===== src/design/cpif_pkg.sv =====
// cpif_pkg: interface register offsets, format words, primitives and dialog states
// assumes: a five-bit register select field and a 32-bit data path
`default_nettype none
package cpif_pkg;
	// ==========================================
	// register select field (byte offsets, A4-A0)
	localparam logic [4:0] OFF_RESPONSE = 5'h00;
	localparam logic [4:0] OFF_CONTROL = 5'h02;
	localparam logic [4:0] OFF_SAVE = 5'h04;
	localparam logic [4:0] OFF_RESTORE = 5'h06;
	localparam logic [4:0] OFF_OPWORD = 5'h08;
	localparam logic [4:0] OFF_COMMAND = 5'h0A;
	localparam logic [4:0] OFF_RSVD_0C = 5'h0C;
	localparam logic [4:0] OFF_CONDITION = 5'h0E;
	localparam logic [4:0] OFF_OPERAND = 5'h10;
	localparam logic [4:0] OFF_REGMASK = 5'h14;
	localparam logic [4:0] OFF_RSVD_16 = 5'h16;
	localparam logic [4:0] OFF_INSTR_PTR = 5'h18;
	localparam logic [4:0] OFF_OPND_PTR = 5'h1C;
	// ==========================================
	// control register fields
	localparam int CTRL_EXC_ACK_BIT = 1;
	localparam int CTRL_CANCEL_BIT = 0;
	// ==========================================
	// response primitives (bit 15 come again, bit 14 instruction accept)
	localparam logic [15:0] RESP_NULL_IDLE = 16'h0000;
	localparam logic [15:0] RESP_NULL_CA_IA = 16'hC000;
	localparam logic [15:0] RESP_XFER_DATA = 16'h8100;
	localparam logic [15:0] RESP_TAKE_EXC = 16'h1C00;
	localparam logic [15:0] RESP_PROTO_VIOL = 16'h1C01;
	// ==========================================
	// state frame format words
	localparam logic [15:0] FMT_NULL = 16'h0000;
	localparam logic [15:0] FMT_NOT_READY = 16'h0100;
	localparam logic [15:0] FMT_INVALID = 16'h0200;
	localparam logic [15:0] FMT_IDLE = 16'h1800;
	localparam logic [15:0] FMT_BUSY = 16'h3800;
	localparam logic [15:0] FMT_INVALID_EXC = 16'h0201;
	localparam logic [15:0] ALL_ONES_16 = 16'hFFFF;
	localparam logic [31:0] ALL_ONES_32 = 32'hFFFFFFFF;
	// ==========================================
	// chip select decode, frame length and buffer depth
	localparam logic [2:0] FC_CPU_SPACE = 3'h7;
	localparam logic [3:0] SPACE_COPROC = 4'h2;
	localparam logic [4:0] FRAME_WORDS = 5'h06;
	localparam int FIFO_DEPTH = 8;
	// ==========================================
	// dialog states
	typedef enum logic [3:0] {
		ST_IDLE = 4'h0,
		ST_CMD_HELD = 4'h1,
		ST_OPND_WAIT = 4'h2,
		ST_SAVE_WAIT = 4'h3,
		ST_SAVE_XFER = 4'h4,
		ST_REST_CHECK = 4'h5,
		ST_REST_XFER = 4'h6,
		ST_REST_FAIL = 4'h7
	} cpif_state_e;
	// register kinds
	typedef enum logic [3:0] {
		RK_RESPONSE = 4'h0, RK_CONTROL = 4'h1, RK_SAVE = 4'h2, RK_RESTORE = 4'h3,
		RK_COMMAND = 4'h4, RK_CONDITION = 4'h5, RK_OPERAND = 4'h6, RK_REGMASK = 4'h7,
		RK_INSTR_PTR = 4'h8, RK_UNUSED = 4'h9
	} cpif_kind_e;

	function automatic cpif_kind_e cpif_decode(input logic [4:0] a);
		cpif_kind_e k;
		k = RK_UNUSED;
		if (a[4:2] == OFF_OPERAND[4:2]) k = RK_OPERAND;
		else if (a[4:2] == OFF_INSTR_PTR[4:2]) k = RK_INSTR_PTR;
		else if (a[4:2] == OFF_OPND_PTR[4:2]) k = RK_UNUSED;
		else if (a[4:1] == OFF_RESPONSE[4:1]) k = RK_RESPONSE;
		else if (a[4:1] == OFF_CONTROL[4:1]) k = RK_CONTROL;
		else if (a[4:1] == OFF_SAVE[4:1]) k = RK_SAVE;
		else if (a[4:1] == OFF_RESTORE[4:1]) k = RK_RESTORE;
		else if (a[4:1] == OFF_COMMAND[4:1]) k = RK_COMMAND;
		else if (a[4:1] == OFF_CONDITION[4:1]) k = RK_CONDITION;
		else if (a[4:1] == OFF_REGMASK[4:1]) k = RK_REGMASK;
		return k;
	endfunction
endpackage
`default_nettype wire

===== src/design/cpif_bus_if.sv =====
// cpif_bus_if: coprocessor bus cycle wires between host and device
// assumes: both ends share one clock; reads drive rdData, writes drive wrData
`default_nettype none
interface cpif_bus_if;
	logic csN;
	logic readNotWrite;
	logic [4:0] addr;
	logic [31:0] wrData;
	logic [31:0] rdData;
	logic ackHiN;
	logic ackLoN;
	modport dev (input csN, readNotWrite, addr, wrData, output rdData, ackHiN, ackLoN);
	modport host (output csN, readNotWrite, addr, wrData, input rdData, ackHiN, ackLoN);
endinterface
`default_nettype wire


===== src/design/cpif_device.sv =====
// cpif_device: coprocessor end of the interface register dialog
// assumes: host holds csN low until an acknowledge, then raises it for a cycle;
// operand data written by the host drains through an 8-word buffer to the user side
// Behaviour
// - select register by A0-A4 under select
// - word registers on upper half, high ack
// - opcode and operand pointer: ignore, all ones
// - drop read-only writes, write-only reads ones
// - every selected cycle gets an acknowledge
// - response read always legal
// - instruction starts at first response read
// - transfer request read yields null, await operand
// - control bit 1 ack, bit 0 cancel
// - first generation: any control write cancels
// - first generation cancel clears exceptions, idles
// - second generation cancel inside window, restore fault or save frame transfer
// - second generation cancel ends windowed instruction
// - exception stays until acked and cleared
// - save read suspends work, starts save
// - save format word picks next access
// - save read during frame transfer: invalid
// - restore write halts work, prepares load
// - restore readback: word or invalid exception
// - host transfers frame or cancels after check
// - select from function code, space, identifier
// - busy command held, answer null come-again
`default_nettype none
module cpif_device #(
	parameter bit SECOND_GEN = 1'b1,
	parameter int DEPTH = cpif_pkg::FIFO_DEPTH
) (
	// clock and reset
	input wire logic clk,
	input wire logic srst,
	// host bus
	cpif_bus_if.dev bus,
	// instruction start towards the arithmetic unit
	output logic startPulse,
	output logic [15:0] startWord,
	input wire logic execBusy,
	output logic cancelPulse,
	output logic haltPulse,
	// exceptions
	input wire logic excRaise,
	input wire logic excCauseClear,
	output logic excPending,
	// operand stream out and context words in
	output logic opndValid,
	input wire logic opndReady,
	output logic [31:0] opndData,
	input wire logic [31:0] ctxRdData,
	input wire logic [7:0] regMaskIn
);
	logic fifoInReady;
	cpif_pkg::cpif_state_e state_reg, state_next;
	cpif_pkg::cpif_kind_e kind;
	logic [15:0] resp_reg, resp_next, cmd_reg, cmd_next, rest_reg, rest_next;
	logic held_reg, held_next, exc_reg, exc_next, xack_reg, xack_next;
	logic served_reg, served_next, ackHi_reg, ackHi_next, ackLo_reg, ackLo_next;
	logic start_reg, start_next, cancel_reg, cancel_next, halt_reg, halt_next;
	logic [31:0] rdData_reg, rdData_next, onesWord;
	logic [4:0] cnt_reg, cnt_next;
	logic active, isRead, push, window, wide;
	assign kind = cpif_pkg::cpif_decode(bus.addr);
	assign wide = (bus.addr[4:2] == cpif_pkg::OFF_OPERAND[4:2])
		|| (bus.addr[4:3] == cpif_pkg::OFF_INSTR_PTR[4:3]);
	assign onesWord = wide ? cpif_pkg::ALL_ONES_32 : {cpif_pkg::ALL_ONES_16, 16'h0000};
	assign isRead = bus.readNotWrite;
	assign active = !bus.csN && !served_reg;
	assign window = (state_reg == cpif_pkg::ST_CMD_HELD) || (state_reg == cpif_pkg::ST_OPND_WAIT);
	assign push = active && !isRead && (kind == cpif_pkg::RK_OPERAND) && fifoInReady
		&& ((state_reg == cpif_pkg::ST_OPND_WAIT) || (state_reg == cpif_pkg::ST_REST_XFER));
	cpif_fifo #(.WIDTH(32), .DEPTH(DEPTH)) u_fifo (
		.clk(clk),
		.srst(srst),
		.inValid(push),
		.inReady(fifoInReady),
		.inData(bus.wrData),
		.outValid(opndValid),
		.outReady(opndReady),
		.outData(opndData)
	);
	// ==========================================
	// dialog next state
	always_comb begin
		logic stall;
		stall = 1'b0;
		state_next = state_reg;
		resp_next = resp_reg;
		cmd_next = cmd_reg;
		rest_next = rest_reg;
		held_next = held_reg;
		exc_next = exc_reg;
		xack_next = xack_reg;
		cnt_next = cnt_reg;
		rdData_next = rdData_reg;
		start_next = 1'b0;
		cancel_next = 1'b0;
		halt_next = 1'b0;
		// exception sticks until acked and cause cleared
		if (exc_reg && xack_reg && excCauseClear) begin
			exc_next = 1'b0;
			xack_next = 1'b0;
		end
		if (excRaise) exc_next = 1'b1;
		// held command starts its dialog once the unit frees
		if (held_reg && !execBusy && state_reg == cpif_pkg::ST_IDLE) begin
			held_next = 1'b0;
			state_next = cpif_pkg::ST_CMD_HELD;
			resp_next = cpif_pkg::RESP_XFER_DATA;
		end
		if (active) begin
			// reads default to all ones, writes leave read data alone
			if (isRead) rdData_next = onesWord;
			case (kind)
				cpif_pkg::RK_RESPONSE: begin
					if (isRead) begin
						rdData_next = {exc_reg ? cpif_pkg::RESP_TAKE_EXC : resp_reg, 16'h0000};
						if (state_reg == cpif_pkg::ST_CMD_HELD && !exc_reg) begin
							start_next = 1'b1;
							// transfer read advances to operand wait
							state_next = cpif_pkg::ST_OPND_WAIT;
							resp_next = cpif_pkg::RESP_NULL_CA_IA;
						end
					end
				end
				cpif_pkg::RK_CONTROL: begin
					if (!isRead) begin
						if (!SECOND_GEN) begin
							cancel_next = 1'b1;
							exc_next = excRaise;
							xack_next = 1'b0;
							held_next = 1'b0;
							state_next = cpif_pkg::ST_IDLE;
							resp_next = cpif_pkg::RESP_NULL_IDLE;
						end else begin
							if (bus.wrData[16 + cpif_pkg::CTRL_EXC_ACK_BIT]) xack_next = 1'b1;
							// cancel inside the window, during a save frame transfer, or to leave a frame fault
							if (bus.wrData[16 + cpif_pkg::CTRL_CANCEL_BIT] && (window
								|| state_reg == cpif_pkg::ST_REST_FAIL
								|| state_reg == cpif_pkg::ST_SAVE_XFER)) begin
								cancel_next = 1'b1;
								state_next = cpif_pkg::ST_IDLE;
								resp_next = cpif_pkg::RESP_NULL_IDLE;
							end
						end
					end
				end
				cpif_pkg::RK_SAVE: begin
					if (isRead) begin
						if (state_reg == cpif_pkg::ST_SAVE_XFER
							|| state_reg == cpif_pkg::ST_REST_XFER) begin
							rdData_next = {cpif_pkg::FMT_INVALID, 16'h0000};
						end else if (execBusy) begin
							// suspend, ask for another save read
							halt_next = 1'b1;
							state_next = cpif_pkg::ST_SAVE_WAIT;
							rdData_next = {cpif_pkg::FMT_NOT_READY, 16'h0000};
						end else if (state_reg == cpif_pkg::ST_IDLE && !exc_reg && !held_reg) begin
							state_next = cpif_pkg::ST_IDLE;
							rdData_next = {cpif_pkg::FMT_NULL, 16'h0000};
						end else begin
							// idle frame follows on the operand register
							halt_next = 1'b1;
							state_next = cpif_pkg::ST_SAVE_XFER;
							cnt_next = cpif_pkg::FRAME_WORDS;
							rdData_next = {cpif_pkg::FMT_IDLE, 16'h0000};
						end
					end
				end
				cpif_pkg::RK_RESTORE: begin
					if (!isRead) begin
						// restore write halts and prepares load
						halt_next = 1'b1;
						held_next = 1'b0;
						rest_next = bus.wrData[31:16];
						state_next = cpif_pkg::ST_REST_CHECK;
					end else begin
						rdData_next = {rest_reg, 16'h0000};
						if (state_reg == cpif_pkg::ST_REST_CHECK) begin
							if (rest_reg == cpif_pkg::FMT_IDLE || rest_reg == cpif_pkg::FMT_BUSY) begin
								state_next = cpif_pkg::ST_REST_XFER;
								cnt_next = cpif_pkg::FRAME_WORDS;
							end else if (rest_reg == cpif_pkg::FMT_NULL) begin
								state_next = cpif_pkg::ST_IDLE;
							end else begin
								rdData_next = {cpif_pkg::FMT_INVALID_EXC, 16'h0000};
								rest_next = cpif_pkg::FMT_INVALID_EXC;
								state_next = cpif_pkg::ST_REST_FAIL;
							end
						end
					end
				end
				cpif_pkg::RK_COMMAND: begin
					if (!isRead && !window) begin
						cmd_next = bus.wrData[31:16];
						if (execBusy || held_reg) begin
							held_next = 1'b1;
							resp_next = cpif_pkg::RESP_NULL_CA_IA;
						end else begin
							state_next = cpif_pkg::ST_CMD_HELD;
							resp_next = cpif_pkg::RESP_XFER_DATA;
						end
					end else if (!isRead) begin
						resp_next = cpif_pkg::RESP_PROTO_VIOL;
					end
				end
				cpif_pkg::RK_OPERAND: begin
					if (state_reg == cpif_pkg::ST_SAVE_XFER && isRead) begin
						rdData_next = ctxRdData;
						cnt_next = cnt_reg - 1'b1;
						if (cnt_reg == 5'h01) state_next = cpif_pkg::ST_IDLE;
					end else if (push) begin
						if (state_reg == cpif_pkg::ST_OPND_WAIT) begin
							state_next = cpif_pkg::ST_IDLE;
							resp_next = cpif_pkg::RESP_NULL_IDLE;
						end else begin
							cnt_next = cnt_reg - 1'b1;
							if (cnt_reg == 5'h01) state_next = cpif_pkg::ST_IDLE;
						end
					end else if (!isRead && !fifoInReady) begin
						// back-pressure: hold the cycle until the buffer has room
						stall = 1'b1;
					end else begin
						resp_next = cpif_pkg::RESP_PROTO_VIOL;
					end
				end
				cpif_pkg::RK_REGMASK: begin
					if (isRead) rdData_next = {regMaskIn, 24'h000000};
				end
				default: if (isRead) rdData_next = onesWord;
			endcase
		end
		// acknowledge every selected cycle; word registers use the high ack only
		ackHi_next = active && !stall;
		ackLo_next = active && !stall && wide;
		served_next = bus.csN ? 1'b0 : (served_reg || (active && !stall));
	end
	// dialog registers forced idle by reset
	always_ff @(posedge clk) begin
		if (srst) begin
			state_reg <= cpif_pkg::ST_IDLE;
			resp_reg <= cpif_pkg::RESP_NULL_IDLE;
			rest_reg <= cpif_pkg::FMT_NULL;
			{cmd_reg, cnt_reg, rdData_reg} <= '0;
			{held_reg, exc_reg, xack_reg, start_reg, cancel_reg, halt_reg} <= '0;
			{ackHi_reg, ackLo_reg, served_reg} <= '0;
		end else begin
			state_reg <= state_next;
			{resp_reg, cmd_reg, rest_reg} <= {resp_next, cmd_next, rest_next};
			{cnt_reg, rdData_reg} <= {cnt_next, rdData_next};
			{held_reg, exc_reg, xack_reg, start_reg, cancel_reg, halt_reg} <= {held_next, exc_next,
				xack_next, start_next, cancel_next, halt_next};
			{ackHi_reg, ackLo_reg, served_reg} <= {ackHi_next, ackLo_next, served_next};
		end
	end
	assign bus.rdData = rdData_reg;
	assign bus.ackHiN = !ackHi_reg;
	assign bus.ackLoN = !ackLo_reg;
	assign {startPulse, startWord, cancelPulse} = {start_reg, cmd_reg, cancel_reg};
	assign {haltPulse, excPending} = {halt_reg, exc_reg};
endmodule
`default_nettype wire


===== src/design/cpif_fifo.sv =====
// cpif_fifo: synchronous first-in first-out buffer with valid/ready on both sides
// assumes: one clock, synchronous active-high reset
`default_nettype none
module cpif_fifo #(
	parameter int WIDTH = 32,
	parameter int DEPTH = 8
) (
	// clock and reset
	input wire logic clk,
	input wire logic srst,
	// fill side
	input wire logic inValid,
	output logic inReady,
	input wire logic [WIDTH-1:0] inData,
	// drain side
	output logic outValid,
	input wire logic outReady,
	output logic [WIDTH-1:0] outData
);
	localparam int AW = $clog2(DEPTH);
	logic [WIDTH-1:0] mem [DEPTH];
	logic [AW-1:0] wrPtr_reg, wrPtr_next, rdPtr_reg, rdPtr_next;
	logic [AW:0] count_reg, count_next;
	logic push, pop;

	assign inReady = (count_reg != DEPTH[AW:0]);
	assign outValid = (count_reg != '0);
	assign outData = mem[rdPtr_reg];
	assign push = inValid && inReady;
	assign pop = outValid && outReady;

	always_comb begin
		wrPtr_next = wrPtr_reg;
		rdPtr_next = rdPtr_reg;
		count_next = count_reg;
		if (push) wrPtr_next = (wrPtr_reg == AW'(DEPTH - 1)) ? '0 : wrPtr_reg + 1'b1;
		if (pop) rdPtr_next = (rdPtr_reg == AW'(DEPTH - 1)) ? '0 : rdPtr_reg + 1'b1;
		if (push && !pop) count_next = count_reg + 1'b1;
		else if (pop && !push) count_next = count_reg - 1'b1;
	end

	always_ff @(posedge clk) begin
		if (srst) begin
			wrPtr_reg <= '0;
			rdPtr_reg <= '0;
			count_reg <= '0;
		end else begin
			wrPtr_reg <= wrPtr_next;
			rdPtr_reg <= rdPtr_next;
			count_reg <= count_next;
		end
		if (push) mem[wrPtr_reg] <= inData;
	end
endmodule
`default_nettype wire


===== src/flat_wrapper.sv =====
// flat-port wrapper written by rule: the top's interface ports become plain ports
module cpif_device_flat 
#(
	parameter bit SECOND_GEN = 1'b1,
	parameter int DEPTH = cpif_pkg::FIFO_DEPTH
)
  (clk, srst, startPulse, startWord, execBusy, cancelPulse, haltPulse, excRaise, excCauseClear, excPending, opndValid, opndReady, opndData, ctxRdData, regMaskIn, bus_csN, bus_readNotWrite, bus_addr, bus_wrData, bus_rdData, bus_ackHiN, bus_ackLoN);
  cpif_bus_if bus_i ();
  input wire logic clk;
  input wire logic srst;
  output logic startPulse;
  output logic [15:0] startWord;
  input wire logic execBusy;
  output logic cancelPulse;
  output logic haltPulse;
  input wire logic excRaise;
  input wire logic excCauseClear;
  output logic excPending;
  output logic opndValid;
  input wire logic opndReady;
  output logic [31:0] opndData;
  input wire logic [31:0] ctxRdData;
  input wire logic [7:0] regMaskIn;
  input wire logic [$bits(bus_i.csN)-1:0] bus_csN;
  input wire logic [$bits(bus_i.readNotWrite)-1:0] bus_readNotWrite;
  input wire logic [$bits(bus_i.addr)-1:0] bus_addr;
  input wire logic [$bits(bus_i.wrData)-1:0] bus_wrData;
  output wire logic [$bits(bus_i.rdData)-1:0] bus_rdData;
  output wire logic [$bits(bus_i.ackHiN)-1:0] bus_ackHiN;
  output wire logic [$bits(bus_i.ackLoN)-1:0] bus_ackLoN;
  assign bus_i.csN = bus_csN;
  assign bus_i.readNotWrite = bus_readNotWrite;
  assign bus_i.addr = bus_addr;
  assign bus_i.wrData = bus_wrData;
  assign bus_rdData = bus_i.rdData;
  assign bus_ackHiN = bus_i.ackHiN;
  assign bus_ackLoN = bus_i.ackLoN;
  cpif_device #(.SECOND_GEN(SECOND_GEN), .DEPTH(DEPTH)) u_core (.clk(clk), .srst(srst), .bus(bus_i), .startPulse(startPulse), .startWord(startWord), .execBusy(execBusy), .cancelPulse(cancelPulse), .haltPulse(haltPulse), .excRaise(excRaise), .excCauseClear(excCauseClear), .excPending(excPending), .opndValid(opndValid), .opndReady(opndReady), .opndData(opndData), .ctxRdData(ctxRdData), .regMaskIn(regMaskIn));
endmodule

===== config.mk =====
export PLATFORM = sky130hd
export DESIGN_NAME = cpif_device_flat
export DESIGN_NICKNAME = d
export VERILOG_FILES = /design/src/design/cpif_pkg.sv /design/src/design/cpif_bus_if.sv /design/src/design/cpif_device.sv /design/src/design/cpif_fifo.sv /design/src/flat_wrapper.sv
export SDC_FILE = /design/constraint.sdc
export NUM_CORES = 1
export LEC_CHECK = 0
export BUFFER_PORTS_ARGS = -buffer_cell sky130_fd_sc_hd__buf_2
export CAP_MARGIN = 30
export CORE_MARGIN = 2
export CORE_UTILIZATION = 35
export CTS_BUF_LIST = sky130_fd_sc_hd__clkbuf_4 sky130_fd_sc_hd__clkbuf_8
export DETAILED_ROUTE_END_ITERATION = 10
export SLEW_MARGIN = 30
export SYNTH_ARGS = -nofsm -noshare
export SYNTH_HDL_FRONTEND = slang
export SYNTH_SLANG_ARGS = --single-unit

===== constraint.sdc =====
create_clock -name clk -period 8.5 [get_ports clk]
set_input_delay 1.275 -clock clk [delete_from_list [all_inputs] [get_ports clk]]
set_output_delay 1.275 -clock clk [all_outputs]
set_load 0.005 [all_outputs]

==> impl_metrics.py <==
metrics = {
    "clocking": {
        "postCtsHoldBufs": 0,
        "cts-root-to-sink-buffers": 3,
        "postCtsSetupRepairBufs": 0,
        "tritoncts.num_buffers": 61,
        "cts_tree": "yes",
        "clockRootBuffer": "sky130_fd_sc_hd__clkbuf_8",
        "worst_skew_pair_latency_ps": 650,
        "sink_count": 367,
        "clk_pin_slew_ps": 60,
        "htree_num_levels": 2,
        "ctsResizeCount": 0,
    },
    "sta": {
        "maxSlewHeadroom": 0.3748,
        "finalSetupTns_ps": 0,
        "achievable-frequency_mhz": 224.5,
        "timing.final.crit_share": 0.5242,
        "setup_repair_after_global_routing_missed_its_margin": "false",
        "final.min_clock_period_ps": 4455,
        "final.setup_skew_ps": 29.06,
        "finalSetupViolations": 0,
        "timing.hold.ws_ps": 451.5,
        "finalHoldViolations": 0,
        "timing_worst_slew_pin_value_ps": 929.3,
        "layout_setup_ws_ps": 4045,
        "timing_max_transition_violations_final": 0,
    },
    "setup_path": {
        "timing.critical_path.buf_inv": 2,
        "sort_of_element_at_the_end_of_the_critical_path": "output pin",
        "timing.critical_path.cells": "buf_4, mux4_2, mux2_2, buf_2",
        "worst-endpoint-arrival_ps": 3180,
        "critPathTopFamily": "multiplexers",
        "critPathKind": "register to output pin",
        "worstPathMaxFanout": 39,
        "cp_slowest_cell": "sky130_fd_sc_hd__buf_4",
        "worst-endpoint-required_ps": 7220,
        "timing.critical_path.from_type": "register",
        "critPathMaxStageDelay_ps": 720,
    },
    "synth": {
        "synth.net_count": 1171,
        "yosysUniqueCellTypes": 79,
        "synthesized_area_per_cell_um2": 14.15,
        "synth_most_common_cell": "sky130_fd_sc_hd__edfxtp_1",
        "mapped_cells": 1076,
        "synth_enable_flop_cells": 256,
        "fraction_of_registers_with_async_set_or_reset_after_synthesis": 0,
        "synth.ff_latch_count": 367,
        "synth-seq-area-share": 0.6507,
        "synth_area_leaders": "sky130_fd_sc_hd__edfxtp_1, sky130_fd_sc_hd__dfxtp_1, sky130_fd_sc_hd__mux4_2, sky130_fd_sc_hd__mux2_2, sky130_fd_sc_hd__a21oi_1",
        "syn_area_mm2": 0.01523,
        "dominant_cell_type_by_area_after_synthesis": "sky130_fd_sc_hd__edfxtp_1",
        "yosys.area.top_type_share": 0.5048,
        "dominantRegCellSynth": "sky130_fd_sc_hd__edfxtp_1",
        "ys_warn_count": 0,
        "post_synth_most_frequent_cells": "sky130_fd_sc_hd__edfxtp_1, sky130_fd_sc_hd__dfxtp_1, sky130_fd_sc_hd__nor2_1",
    },
    "grt": {
        "grt_antenna_before_repair": 1,
        "globalRouteMet2Util": 0.2824,
        "number_of_global_route_vias_before_repair": 10050,
        "grt_remaining_overflow": 0,
        "gr-max-usage-layer": "met2",
        "global_route.usage.total": 0.1712,
        "grt_use_met3": 0.03708,
        "grt_first_pass_wirelength_mm": 58.04,
        "maximum_number_of_pins_on_one_net_before_global_route_repair": 67,
        "grt_use_met1": 0.2225,
    },
    "detailed_routing": {
        "detail_route.wl_per_cell_um": 20.52,
        "detail_route.drc_violations": 0,
        "wirelength_routed_mm": 38.87,
        "route.antenna.remaining_nets": 0,
        "post_drt_via_cell_ratio": 5.308,
        "initialDrtViolationCount": 851,
        "drt_first_pass_iters": 5,
        "detailroute.via_count": 10050,
    },
    "floorplan": {
        "num_io_pins": 172,
        "chip_height_um": 212.6,
        "design.die.area_mm2": 0.04519,
        "die_w_um": 212.6,
        "floorplan.rows": 76,
        "core_area_mm2": 0.04298,
        "initial_core_util": 0.3543,
    },
    "power_and_ir_drop": {
        "leakagePower_nw": 6.177,
        "clock_power_share": 0.381,
        "irDropWorstVdd_uv": 126.3,
        "total_switching_power_mw": 1.104,
        "power.share.combinational": 0.153,
        "pwr_density_cell_mw_per_mm2": 238.6,
        "power.internal_mw": 3.198,
        "power.sequential.fraction": 0.466,
        "swShare": 0.2566,
    },
    "layout": {
        "post-route-cell-area_mm2": 0.01803,
        "nFillCells": 4010,
        "final_layout_size_suffix_gt1_frac": 0.3188,
        "flow.area_growth_from_synthesis_pct": 18.40,
        "final_net_count": 1351,
        "max_reg_flops": 256,
        "final_cells": 1894,
    },
    "placement": {
        "routabilityCongestion": 0.8696,
        "postPlaceCellArea_mm2": 0.01670,
        "dpl.cell_count": 1777,
        "hpwl_mm": 23.06,
        "port_buffers": 170,
        "post-place-ws_ps": 4336,
    },
    "worst_hold_path": {
        "min-delay-path-class": "register to register",
    },
    "flow_run": {
        "max_cap_viol_count": 0,
    },
    "status": {
        "run_status": "finished clean",
    },
}
-- placed cells by master, fill, tap and decap left out, types with 9 or more instances in the layout --
| cell type | instances |
|---|---|
| sky130_fd_sc_hd__nor2_1 | 76 |
| sky130_fd_sc_hd__edfxtp_1 | 256 |
| sky130_fd_sc_hd__clkinv_2 | 13 |
| sky130_fd_sc_hd__inv_1 | 9 |
| sky130_fd_sc_hd__nor3_1 | 22 |
| sky130_fd_sc_hd__a22o_1 | 14 |
| sky130_fd_sc_hd__nand2b_1 | 11 |
| sky130_fd_sc_hd__nand2_1 | 77 |
| sky130_fd_sc_hd__and2_1 | 12 |
| sky130_fd_sc_hd__mux4_2 | 64 |
| sky130_fd_sc_hd__clkbuf_8 | 70 |
| sky130_fd_sc_hd__a31oi_1 | 10 |
| sky130_fd_sc_hd__clkbuf_4 | 12 |
| sky130_fd_sc_hd__a2bb2oi_1 | 16 |
| sky130_fd_sc_hd__nor2b_1 | 9 |
| sky130_fd_sc_hd__o21ai_0 | 56 |
| sky130_fd_sc_hd__buf_2 | 170 |
| sky130_fd_sc_hd__mux2_2 | 33 |
| sky130_fd_sc_hd__ha_1 | 9 |
| sky130_fd_sc_hd__clkinv_1 | 13 |
| sky130_fd_sc_hd__a211oi_1 | 10 |
| sky130_fd_sc_hd__buf_4 | 15 |
| sky130_fd_sc_hd__nand3_1 | 13 |
| sky130_fd_sc_hd__dfxtp_1 | 108 |
| sky130_fd_sc_hd__a21oi_1 | 67 |
-- layout make-up --
| cell class | instances | area (um2) | area share |
|---|---|---|---|
| Sequential cell | 367 | 9918 | 0.5501 |
| Multi-Input combinational cell | 631 | 5056 | 0.2804 |
| Clock buffer | 82 | 1054 | 0.05843 |
| Timing Repair Buffer | 186 | 983.4 | 0.05454 |
| Tap cell | 585 | 732.0 | 0.04059 |
| Clock inverter | 33 | 251.5 | 0.01395 |
| Inverter | 9 | 33.78 | 0.001874 |
| Antenna cell | 1 | 2.502 | 0.0001388 |
-- cell families (layout without fill, tap and decap cells) --
logic type / count (synthesis) / count (layout) / share of synthesized area
other cells: 0 / 1 / 0
simple gates: 281 / 281 / 0.09251
mux: 101 / 101 / 0.1217
xor+xnor: 5 / 5 / 0.003780
compound gates: 234 / 234 / 0.1011
fa+ha+maj: 10 / 10 / 0.008709
flops: 367 / 367 / 0.6507
buf+inv: 78 / 310 / 0.02144
-- per-stage QoR --
stage / utilization / total power [mW]
6_report: 0.4195 / 4.302
5_1_grt: 0.4195 / 4.496
4_1_cts: 0.4190 / 4.367
3_5_place_dp: 0.3886 / 2.714
3_3_place_gp: 0.3884 / 2.703
2_1_floorplan: - / 2.495
-- power groups by stage --
| stage | sequential (mW) | clock, mW | combinational [mW] |
|---|---|---|---|
| after CTS | 2.01 | 1.69 | 0.671 |
| after global routing | 2.02 | 1.76 | 0.723 |
| after floorplan | 2.00 | 0 | 0.498 |
| after detailed placement | 2.05 | 0 | 0.668 |
| after global placement | 2.04 | 0 | 0.659 |
| final | 2.00 | 1.64 | 0.658 |
-- path summary, 6_finish.rpt --
path,cells after the start,endpoint,slack (ps),from
worst min-delay path,2,u_core.startWord[7]$_SDFFE_PP0P_,450,u_core.startWord[7]$_SDFFE_PP0P_
worst max-delay path,4,opndData[27],4040,register
worst min register to register,2,u_core.startWord[7]$_SDFFE_PP0P_,450,u_core.startWord[7]$_SDFFE_PP0P_
worst max register to register,11,u_core.u_fifo.count_reg[3]$_SDFFE_PP0P_,5370,u_core.state_reg[3]$_SDFF_PP0_
-- routing by layer --
metal	share of wire	up-vias
met4	0.027	0
met3	0.069	86
met5	0	-
met2	0.48	405
li1	-	4560
met1	0.43	5002
-- tightest hold or removal path, stage by stage, from the launching register on --
cell and delay [ps]:
sky130_fd_sc_hd__dfxtp_1 300, sky130_fd_sc_hd__nand2_1 50, sky130_fd_sc_hd__a21oi_1 50
No activity file was read; power rests on OpenSTA's default activity.
